**src/host_port_pkg.sv**
```systemverilog
// shared constants and bus carriers for the host port handshake block
package host_port_pkg;
  localparam int CLK_PERIOD_NS = 10;
  // time the acknowledge is driven high before it floats
  localparam int ACK_RELEASE_NS = 10;
  localparam int ACK_RELEASE_CYC =
    (ACK_RELEASE_NS / CLK_PERIOD_NS) < 1 ? 1 :
    (ACK_RELEASE_NS / CLK_PERIOD_NS);
  // width of the done pulse on a transmit terminal count
  localparam int DONE_TC_NS = 100;
  localparam int DONE_TC_CYC =
    (DONE_TC_NS / CLK_PERIOD_NS) < 1 ? 1 :
    (DONE_TC_NS / CLK_PERIOD_NS);
  localparam int DATA_W = 8;
  localparam int COUNT_W = 16;
  localparam int REL_W = 4;
  localparam int TCH_W = 5;
  localparam logic [REL_W-1:0] REL_LOAD = REL_W'(ACK_RELEASE_CYC - 1);
  localparam logic [TCH_W-1:0] TC_LOAD = TCH_W'(DONE_TC_CYC);
  localparam logic [COUNT_W-1:0] COUNT_ONE = 16'h0001;
  localparam logic [DATA_W-1:0] DATA_RST = 8'h00;

  typedef struct packed {
    logic chip_select_n;
    logic int_ack_n;
    logic read_cycle;
  } host_bus_t;

  typedef struct packed {
    logic single_mode;
    logic ack_n;
    logic dma_complete_n;
    logic to_tx_queue;
  } dma_bus_t;

  typedef enum logic [2:0] {
    kind_host_wr, kind_host_rd, kind_iack, kind_dma_wr, kind_dma_rd
  } cycle_kind_t;

  typedef enum logic [1:0] {
    ack_idle, ack_wait_data, ack_active, ack_negate
  } ack_state_t;
endpackage

```
**src/host_bus_handshake_dma_done.sv**
```systemverilog
// bus acknowledge, single-address dma, done line and sync/rts output
// Summary of operation
// - done low from dma marks last tx write
// - drive done on last rx dma or tc
// - done is open-drain, works in any mode
// - sync output low one bit after sync
// - host write: acknowledge once data captured; dma write: acknowledge at once
// - read or iack: acknowledge with valid data
// - host write data captured at ack or cs
// - negate ack when cs or iack negates
// - after negation the acknowledge floats
// - dma write data taken at complete/dack end
// - dma ack negated on complete or dack high
// - rts changes only on software command
`timescale 1ns/100ps
module host_bus_handshake_dma_done
  import host_port_pkg::*;
(
  input wire logic ref_clk,
  input wire logic rst,
  input wire host_bus_t host_bus,
  input wire dma_bus_t dma_bus,
  input wire logic [DATA_W-1:0] bus_data_in,
  input wire logic read_data_ready,
  input wire logic rx_last_dma,
  input wire logic tc_load,
  input wire logic [COUNT_W-1:0] tc_value,
  input wire logic tx_char_sent,
  input wire logic last_transfer_n_i,
  input wire logic sync_select,
  input wire logic sync_detect,
  input wire logic sync_lost,
  input wire logic bit_tick,
  input wire logic rts_assert_cmd,
  input wire logic rts_negate_cmd,
  output logic bus_cycle_ack_n_o,
  output logic bus_cycle_ack_oe,
  output logic last_transfer_n_o,
  output logic last_transfer_oe,
  output logic [DATA_W-1:0] write_data,
  output logic write_strobe,
  output logic write_is_last,
  output logic sync_found_out_n,
  output logic request_send_out_n
);

  ack_state_t state_q;
  cycle_kind_t kind_q;
  logic ack_n_q;
  logic ack_oe_q;
  logic [REL_W-1:0] rel_cnt_q;
  logic [DATA_W-1:0] wr_data_q;
  logic wr_strobe_q;
  logic wr_last_q;
  logic done_seen_q;
  logic rx_hold_q;
  logic [COUNT_W-1:0] tc_cnt_q;
  logic [TCH_W-1:0] tc_hold_q;
  logic done_oe_q;
  logic done_n_q;
  logic sync_arm_q;
  logic sync_on_q;
  logic rts_on_q;
  logic pin_n_q;

  logic dma_start;
  logic end_cond;
  logic bus_quiet;
  logic done_from_far;
  logic done_drive_d;

  // far-end done only counts while our own driver is off
  assign done_from_far = !last_transfer_n_i && !done_oe_q;

  function automatic logic cycle_over(input cycle_kind_t k,
                                      input host_bus_t h,
                                      input dma_bus_t d);
    case (k)
      kind_iack: cycle_over = h.int_ack_n;
      kind_dma_wr, kind_dma_rd:
        cycle_over = !d.dma_complete_n || d.ack_n;
      default: cycle_over = h.chip_select_n;
    endcase
  endfunction

  assign dma_start = dma_bus.single_mode && !dma_bus.ack_n;
  assign end_cond = cycle_over(kind_q, host_bus, dma_bus);
  assign bus_quiet = host_bus.chip_select_n && host_bus.int_ack_n &&
                     dma_bus.ack_n;

  // acknowledge state machine; in short select mode the host simply
  // ignores this output, so it is generated the same way either way
  always_ff @(posedge ref_clk or posedge rst) begin
    if (rst) begin
      state_q <= ack_idle;
      kind_q <= kind_host_wr;
      ack_n_q <= 1'b1;
      ack_oe_q <= 1'b0;
      rel_cnt_q <= '0;
    end else begin
      case (state_q)
        ack_idle: begin
          ack_oe_q <= 1'b0;
          ack_n_q <= 1'b1;
          if (dma_start) begin
            if (dma_bus.to_tx_queue) begin
              kind_q <= kind_dma_wr;
              state_q <= ack_active;
              ack_n_q <= 1'b0;
              ack_oe_q <= 1'b1;
            end else begin
              kind_q <= kind_dma_rd;
              state_q <= ack_wait_data;
            end
          end else if (!host_bus.int_ack_n) begin
            kind_q <= kind_iack;
            state_q <= ack_wait_data;
          end else if (!host_bus.chip_select_n) begin
            if (host_bus.read_cycle) begin
              kind_q <= kind_host_rd;
              state_q <= ack_wait_data;
            end else begin
              kind_q <= kind_host_wr;
              state_q <= ack_active;
              ack_n_q <= 1'b0;
              ack_oe_q <= 1'b1;
            end
          end
        end
        ack_wait_data: begin
          if (end_cond) begin
            state_q <= ack_negate;
            rel_cnt_q <= '0;
          end else if (read_data_ready) begin
            state_q <= ack_active;
            ack_n_q <= 1'b0;
            ack_oe_q <= 1'b1;
          end
        end
        ack_active: begin
          if (end_cond) begin
            ack_n_q <= 1'b1;
            state_q <= ack_negate;
            rel_cnt_q <= REL_LOAD;
          end
        end
        ack_negate: begin
          // drive high briefly before floating so the line rises fast
          if (rel_cnt_q != '0) begin
            rel_cnt_q <= rel_cnt_q - 1'b1;
          end else begin
            ack_oe_q <= 1'b0;
            if (bus_quiet) begin
              state_q <= ack_idle;
            end
          end
        end
        default: begin
          state_q <= ack_idle;
          ack_n_q <= 1'b1;
          ack_oe_q <= 1'b0;
        end
      endcase
    end
  end

  // write data capture
  always_ff @(posedge ref_clk or posedge rst) begin
    if (rst) begin
      wr_data_q <= DATA_RST;
      wr_strobe_q <= 1'b0;
      wr_last_q <= 1'b0;
    end else begin
      wr_strobe_q <= 1'b0;
      // host write: ack falls in the capture cycle, so the earlier of
      // ack or select rise is always this edge
      if (state_q == ack_idle && !dma_start && host_bus.int_ack_n &&
          !host_bus.chip_select_n && !host_bus.read_cycle) begin
        wr_data_q <= bus_data_in;
        wr_strobe_q <= 1'b1;
        wr_last_q <= 1'b0;
      end else if (state_q == ack_active && kind_q == kind_dma_wr &&
                   end_cond) begin
        wr_data_q <= bus_data_in;
        wr_strobe_q <= 1'b1;
        wr_last_q <= done_seen_q || done_from_far;
      end
    end
  end

  // remember a far-end done seen in a dma write cycle after its starting edge (cleared while idle)
  always_ff @(posedge ref_clk or posedge rst) begin
    if (rst) begin
      done_seen_q <= 1'b0;
    end else if (state_q == ack_idle) begin
      done_seen_q <= 1'b0;
    end else if (kind_q == kind_dma_wr && done_from_far) begin
      done_seen_q <= 1'b1;
    end
  end

  // done held for the whole last rx dma read cycle
  always_ff @(posedge ref_clk or posedge rst) begin
    if (rst) begin
      rx_hold_q <= 1'b0;
    end else if (state_q == ack_idle && dma_start &&
                 !dma_bus.to_tx_queue && rx_last_dma) begin
      rx_hold_q <= 1'b1;
    end else if (state_q == ack_negate) begin
      rx_hold_q <= 1'b0;
    end
  end

  // transmit character counter; terminal count fires a done pulse
  always_ff @(posedge ref_clk or posedge rst) begin
    if (rst) begin
      tc_cnt_q <= '0;
      tc_hold_q <= '0;
    end else begin
      if (tc_load) begin
        tc_cnt_q <= tc_value;
      end else if (tx_char_sent && tc_cnt_q != '0) begin
        tc_cnt_q <= tc_cnt_q - COUNT_ONE;
      end
      // fires only on the 1 to 0 step, so a zero load never fires
      if (!tc_load && tx_char_sent && tc_cnt_q == COUNT_ONE) begin
        tc_hold_q <= TC_LOAD;
      end else if (tc_hold_q != '0) begin
        tc_hold_q <= tc_hold_q - 1'b1;
      end
    end
  end

  // done is active in dma and non-dma modes alike
  assign done_drive_d = rx_hold_q || (tc_hold_q != '0);

  // open drain: data is low whenever the enable is on, the enable alone pulls the line
  always_ff @(posedge ref_clk or posedge rst) begin
    if (rst) begin
      done_oe_q <= 1'b0;
      done_n_q <= 1'b1;
    end else begin
      done_oe_q <= done_drive_d;
      done_n_q <= !done_drive_d;
    end
  end

  // sync found: armed on detect, shown at the next bit boundary
  always_ff @(posedge ref_clk or posedge rst) begin
    if (rst) begin
      sync_arm_q <= 1'b0;
      sync_on_q <= 1'b0;
    end else begin
      if (sync_lost) begin
        sync_arm_q <= 1'b0;
        sync_on_q <= 1'b0;
      end
      // a detect or a due bit tick in the same cycle beats a loss
      if (sync_detect) begin
        sync_arm_q <= 1'b1;
      end else if (sync_arm_q && bit_tick) begin
        sync_arm_q <= 1'b0;
        sync_on_q <= 1'b1;
      end
    end
  end

  // request to send follows software commands only; assert wins a tie
  always_ff @(posedge ref_clk or posedge rst) begin
    if (rst) begin
      rts_on_q <= 1'b0;
    end else if (rts_assert_cmd) begin
      rts_on_q <= 1'b1;
    end else if (rts_negate_cmd) begin
      rts_on_q <= 1'b0;
    end
  end

  // shared pin: select picks sync output or rts
  always_ff @(posedge ref_clk or posedge rst) begin
    if (rst) begin
      pin_n_q <= 1'b1;
    end else begin
      pin_n_q <= sync_select ? !sync_on_q : !rts_on_q;
    end
  end

  assign bus_cycle_ack_n_o = ack_n_q;
  assign bus_cycle_ack_oe = ack_oe_q;
  assign last_transfer_n_o = done_n_q;
  assign last_transfer_oe = done_oe_q;
  assign write_data = wr_data_q;
  assign write_strobe = wr_strobe_q;
  assign write_is_last = wr_last_q;
  assign sync_found_out_n = pin_n_q;
  assign request_send_out_n = pin_n_q;

endmodule // host_bus_handshake_dma_done

```
**config.mk**
```make
export PLATFORM = sky130hd
export DESIGN_NAME = host_bus_handshake_dma_done
export DESIGN_NICKNAME = d
export VERILOG_FILES = /design/src/host_port_pkg.sv /design/src/host_bus_handshake_dma_done.sv
export SDC_FILE = /design/constraint.sdc
export NUM_CORES = 1
export LEC_CHECK = 0
export ABC_AREA = 1
export BUFFER_PORTS_ARGS = -buffer_cell sky130_fd_sc_hd__buf_2
export CAP_MARGIN = 15
export CORE_ASPECT_RATIO = 1.75
export CORE_UTILIZATION = 59
export DETAILED_ROUTE_END_ITERATION = 8
export MAX_ROUTING_LAYER = met4
export PLACE_DENSITY = 0.82
export SYNTH_ARGS = -nofsm -noshare
export SYNTH_HDL_FRONTEND = slang
export SYNTH_SLANG_ARGS = --single-unit
```
**constraint.sdc**
```tcl
create_clock -name ref_clk -period 2.7 [get_ports ref_clk]
set_clock_uncertainty 0.1 [all_clocks]
set_input_delay 0.405 -clock ref_clk [delete_from_list [all_inputs] [get_ports ref_clk]]
set_output_delay 0.405 -clock ref_clk [all_outputs]
set_load 0.01 [all_outputs]
```
==> summary.md, run 1 <==
| Metric | Value |
|---|---|
| CTS Buffer Depth | 2 |
| # port buffers | 59 |
| FMAX | 479.1 MHz |
| Total CTS buffers | 5 |
| Final Power | around 2.8 mW |
| Synth async-reset ratio | 100.0% |
| Register area | approximately 0.0013 mm^2 |
| Critical Path End Type | flop |
| Antenna cells | 0 |
| Vias in the first global route | about 2.6k |
| DRC | 0 |
| WHS | approximately 7.3 ps |
| Crit path DAT | ~2200 ps |
| Chip width | 54.76 um |
| Pwr dens | around 850 mW/mm^2 |
| CP max stage delay | 470 ps |
| Setup violations, final | 0 |
| Setup bufs post-CTS | 0 |
| Pleak | approximately 1.8 nW |
| Via-to-Cell Ratio | between 5 and 6 |
| CTS H-tree depth | 2 |
| Largest net degree at the start of global routing | between 50 and 60 |
| Max Slew Vio Count | 0 |
| CTS hold repair buffers | 0 |
| Headroom to the max-slew limit | approximately two thirds |
| Post-Syn Area per Cell | 7.583 um^2 |
| Final min period | 2087 ps |
| CTS tree | done |
| Initial antenna violation count | 0 |
| WL/cell | between 10 and 15 um |
| YS warnings | 0 |
| Pre-CTS setup slack | 673.7 ps |
| Post-Syn Area | roughly 0.0029 mm^2 |
| Die Ht | 94.33 um |
| Most common flop cell mapped by yosys | dfrtp_1 |
| Clock root buffer | clkbuf_8 |
| Post-synthesis cell count | around 380 |
| Fill cells | 416 |
| Clock slew at reported path FFs | 100 ps |
| Nets | 496 |
| Die ar. | 0.005166 mm^2 |
| Drt pass-1 iters | 4 |
| RSZ-0062 raised after global routing | no |
| Post-synth cell types | 36 |
| Area grow syn2layout | 15.54% |
| Initial drt markers | between 70 and 80 |
| Final GP Congestion | between 0.8 and 0.9 |
| Peak supply drop | ~0.6 mV |
| Overall Global Routing Usage | a little over a quarter |
| Num ports | 60 |
| Final hold violations | 0 |
| Setup TNS Final | 0 ps |
| Initial Utilization | between 60% and 70% |
| DP HPWL | ~4.8 mm |
| Ratio of cells with drive above 1 in the final layout | roughly a fifth |
| Crit Path Class | flop to flop |
| Crit path buffers/inverters | 1 |
| Seq/Total Area, Yosys | a little over two fifths |
| CP Launch Type | flop |
| CORE AREA | roughly 0.0047 mm^2 |
| Via Count | ~2.7k |
| Worst-path cell chain | inv_1 -> nand2_1 -> o211ai_1 -> nand4_1 -> nand2_1 -> nand2_1 -> nand2_1 |
| Final worst path period share | 77.31% |
| Syn_nets | between 400 and 500 |
| Worst Path Required | around 2900 ps |
| Delay-heaviest family, CP | simple AND/OR/NAND/NOR gates |
| Final ANT Viol Nets | 0 |
| Slew @ Worst Pin | 492.3 ps |
| Flops & latches, synth | 50 |
| Area of the multi-input gates | ~0.0014 mm^2 |
| Overflow after GRT | 0 |
| Worst-path maximum fanout | 11 |
| Status | complete, no violations |
| Hold crit path type | primary input to asynchronous set/reset pin |
| First-pass GRT wire length | around 10 mm |
| EDFF count, synth | 0 |
| # clock sinks | 50 |
| FP Rows | 33 |
| Critical path's slowest cell | nand4_1 |
| Final worst slack | 612.6 ps |
| Most common cell on crit path | nand2_1 |
| Post_cts resized | 0 |
| Routed WL | a little over 6 mm |
| Clock Latency Late Sink | between 300 and 400 ps |
| # Max-Cap Violations | 0 |
-- worst paths after layout --
kind / from / end / slack (ps) / depth (start not counted)
worst max-delay path: kind_q[1] / write_data[6] / 610 / 7
worst min-delay path: rst / write_data[0] / 7 / 3
worst max register to register: kind_q[1] / write_data[6] / 610 / 7
worst min register to register: rx_hold_q / last_transfer_n_o / 320 / 1
max in group asynchronous: rst / request_send_out_n / 2190 / 3
min in group ref_clk: sync_select / request_send_out_n / 150 / 2
-- per-stage QoR --
step / cell area, um^2 / util (%) / cells
6_report: 3321 / 71.17 / 493
5_1_grt: 3321 / 71.17 / 493
4_1_cts: 3321 / 71.17 / 493
3_5_place_dp: 3223 / 69.08 / 485
3_3_place_gp: 3223 / 69.08 / 485
2_1_floorplan: 2874 / - / 379
-- final cells by class --
| type | instances | share of cell area [%] |
|---|---|---|
| multi-input cells | 280 | 42.84 |
| flip-flops and latches | 50 | 37.79 |
| repair buffers | 61 | 9.721 |
| inverters | 42 | 4.748 |
| clock buffers | 5 | 2.072 |
| well taps | 52 | 1.959 |
| clock inverters | 3 | 0.8666 |
-- synthesized netlist by cell type (all sizes together) (2+ instances only) --
cell    instances  area share, %
a31oi           3           0.65
dfstp           3            2.7
dfrtp          47             41
inv            42            5.5
nand4           2           0.44
xnor2           6            1.8
nand2         111             15
clkbuf          4           0.52
xor2            5            1.5
nor3            5           0.87
buf             3           0.83
a21oi           7            1.3
or2             3           0.65
nand3          50            8.7
nand3b          2           0.52
nor2           34            4.5
nor4            2           0.65
o21ai          27            4.7
o21bai          2           0.52
ha             12            5.2
-- flip-flops by register name, indices dropped and copies added (netlist names), 2 cells and up --
signal and flops:
state_q 2, kind_q 3, tc_cnt_q 16, tc_hold_q 5
rel_cnt_q 4, write_data 8
-- worst min-delay path: cells and delay by family --
kind / cells / cell delay (ps)
buffers and inverters: 3 / 400
-- cell families after synthesis --
family	share of synthesized area, %
AO/OA/AOI/OAI	9.796
XOR/XNOR	3.352
adder cells (fa/ha/maj)	5.224
buffers and inverters	6.835
flip-flops	43.67
AND/OR/NAND/NOR	31.13
-- power by group --
part / total, mW / internal, mW / leakage, nW / switching (mW)
Sequential: 1.14 / 0.977 / 0.614 / 0.158
Clock: 0.461 / 0.192 / 0.0502 / 0.269
Combinational: 1.21 / 0.470 / 1.11 / 0.744
-- layer usage --
layer | part of all wire [%] | up-vias | GRT usage (%)
met5 | 0 | - | -
met4 | 2.5 | 0 | 12.82
met3 | 3.1 | 13 | 3.865
met2 | 56 | 61 | 49.70
met1 | 38 | 1264 | 26.53
li1 | - | 1353 | -
-- cell usage in the layout, fill, tap and decap left out, types with 5 or more instances in the layout --
cell type and count:
o21ai_1 5, dfrtp_1 47, nor3_1 5, clkbuf_8 5
inv_1 41, o21ai_0 22, a21oi_1 6, buf_2 59
xnor2_1 6, nand3_1 50, nand2_1 108, nor2_1 33
ha_1 12, xor2_1 5
No activity file was read; power rests on OpenSTA's default activity.
==> inputs of run 2 (changes only) <==
- CORE_UTILIZATION: 59 -> 49
- PLACE_DENSITY: 0.82 -> 0.73
- clock period: 2.7 -> 1.7 ns (I/O delays scaled with it)
==> run 2 against run 1 <==
Compared with the run above:
- worst hold slack better by 2.1 ps
- non-clock buffer count is 32 higher
- sequential cell count stayed put
- the flow now finishes with violations (negative setup slack)
- highest routed layer unchanged
==> summary.md, run 2 (same netlist as run 1, synthesis figures left out) <==
| Metric | Value |
|---|---|
| Status | finished with violations |
| Failing checks | negative setup slack |
| Fill cells | 465 (+12%) |
| WL/cell | 13.31 um (+6.4%) |
| Critical R2R Capture | tc_cnt_q[12] |
| Clock slew at reported path FFs | 100 ps (about the same) |
| Clock root buffer | clkbuf_8 |
| Largest net degree at the start of global routing | 27 (-47%) |
| Crit path DAT | 1820 ps (-420 ps) |
| Die Ht | 103.3 um (+9.5%) |
| HP Start | rts_negate_cmd |
| DRC | 0 (unchanged) |
| Ratio of cells with drive above 1 in the final layout | 34.18% (+15 points) |
| Met2 Track Usage GR | 44.70% (-5.0 points) |
| Setup violations, final | 1 (+1) |
| Routed WL | 7.323 mm (+19%) |
| Initial drt markers | 184 (+150%) |
| Pwr dens | 1271 mW/mm^2 (+50%) |
| Final hold violations | 0 (unchanged) |
| Vias in the first global route | 2703 (+5.9%) |
| Overall Global Routing Usage | 23.73% (-3.7 points) |
| Critical Path End Type | flop |
| FP Rows | 36 (+9.1%) |
| WHS | 9.488 ps (+2.149 ps) |
| Most common cell after layout, fill and taps aside | nand2_1 |
| Final worst slack | -33.87 ps (-646.5 ps) |
| Nets | 529 (+6.7%) |
| Met3 GRT Util | 2.985% (-0.88 points) |
| Worst Setup SP | tc_cnt_q[11] |
| Final worst path period share | 102.0% (+25 points) |
| CTS H-tree depth | 2 (unchanged) |
| Crit Path Class | flop to flop |
| Worst Setup EP | tc_cnt_q[12] |
| Initial antenna violation count | 0 (unchanged) |
| DP HPWL | 5.189 mm (+9.0%) |
| Largest reg by FF count | tc_cnt_q |
| Peak supply drop | 0.8617 mV (+48%) |
| Total CTS buffers | 5 (unchanged) |
| Hold crit path type | primary input to flop |
| Drt pass-1 iters | 7 (+3) |
| Final core occ | 68.49% (-2.7 points) |
| Max FFs per register | 16 (unchanged) |
| Most frequent cells in the layout | 98 x nand2_1, 59 x buf_2, 44 x dfrtp_1 |
| CTS Buffer Depth | 2 (unchanged) |
| Final min period | 1734 ps (-353.5 ps) |
| FMAX | 576.7 MHz (+20%) |
| Clock Latency Late Sink | 310 ps (about the same) |
| Grt met1 use | 23.33% (-3.2 points) |
| Antenna cells | 0 (unchanged) |
| Pleak | 1.999 nW (+13%) |
| # port buffers | 59 (unchanged) |
| Worst-case reg-to-reg path depth | 9 (+2) |
| Overflow after GRT | 0 (unchanged) |
| RR Startpoint | tc_cnt_q[11] |
| CORE AREA | 0.005630 mm^2 (+21%) |
| Pre-CTS setup slack | 0.4271 ps (-673.3 ps) |
| Num ports | 60 (unchanged) |
| Worst Path Required | 1790 ps (-1060 ps) |
| Final GP Congestion | 0.9164 (+9.4%) |
| Area grow syn2layout | 34.18% |
| CP Launch Type | flop |
| Die ar. | 0.006188 mm^2 (+20%) |
| # Max-Cap Violations | 0 (unchanged) |
| # clock sinks | 50 (unchanged) |
| Chip width | 59.90 um (+9.4%) |
| Internal reg-to-reg setup slack | -30 ps (-650 ps) |
| Headroom to the max-slew limit | 73.17% (+6.1 points) |
| CTS tree | done |
| Slew @ Worst Pin | 402.0 ps (-90.35 ps) |
| Final Power | 4.901 mW (+74%) |
| Worst-path maximum fanout | 8 (-3) |
| First-pass GRT wire length | 10.95 mm (+9.0%) |
| Max Slew Vio Count | 0 (unchanged) |
| Initial Utilization | 51.04% (-11 points) |
| Final ANT Viol Nets | 0 (unchanged) |
| RSZ-0062 raised after global routing | yes |
| Grt peak-use layer | met2 |
| Via-to-Cell Ratio | 5.262 (-3.6%) |
| Via Count | 2894 (+7.5%) |
## run 2: where the power goes
group,total [mW],internal (mW),switching (mW)
clock,0.752,0.304,0.448
combinational,2.33,0.976,1.35
sequential,1.82,1.56,0.265
## run 2: stage by stage
step                area (um^2)  setup TNS (ps)  std cells
finish                     3856          -33.87        550
global route               3856           -1196        550
CTS                        3543          -3.574        543
detailed placement         3421               0        533
global placement           3421               0        533
floorplan                  2874               0        379
## run 2: metal layers
layer / wire, um / vias to the layer above
li1: - / 1413
met1: 2659 / 1375
met2: 4243 / 86
met3: 208 / 20
met4: 211 / 0
met5: 0 / -
## run 2: worst min path at each step
stage / slack [ps] / to / depth (start not counted)
floorplan: 220 / request_send_out_n / 1
global placement: 230 / kind_q[0] / 3
detailed placement: 250 / kind_q[0] / 3
CTS: 8 / rts_on_q / 2
global route: 20 / write_data[2] / 3
finish: 9 / rts_on_q / 2
## run 2: what timing repair did
item	4_1_cts	5_1_grt
pin swaps	0	19
gates cloned	0	2
endpoints found under the setup margin	8	35
hold buffers	2	0
resized for setup	2	67
hold endpoints to repair	48	0
setup buffers	0	5
## run 2: final cells by class
type | instances | area [um^2] | area share (%)
Clock inverter | 3 | 26.28 | 0.6814
Sequential cell | 50 | 1259 | 32.64
Inverter | 42 | 157.7 | 4.088
Tap cell | 76 | 95.09 | 2.466
Multi-Input combinational cell | 281 | 1679 | 43.54
Timing Repair Buffer | 93 | 570.5 | 14.80
Clock buffer | 5 | 68.82 | 1.785
## run 2: worst max-delay path: stages, from the launching register on
cell,delay [ps]
dfrtp_1,400
nor2_2,150
nand2_2,100
nor4_4,230
buf_4,170
nand2_4,60
nand2_8,120
nor2_4,70
nand2_1,90
nand3_1,110
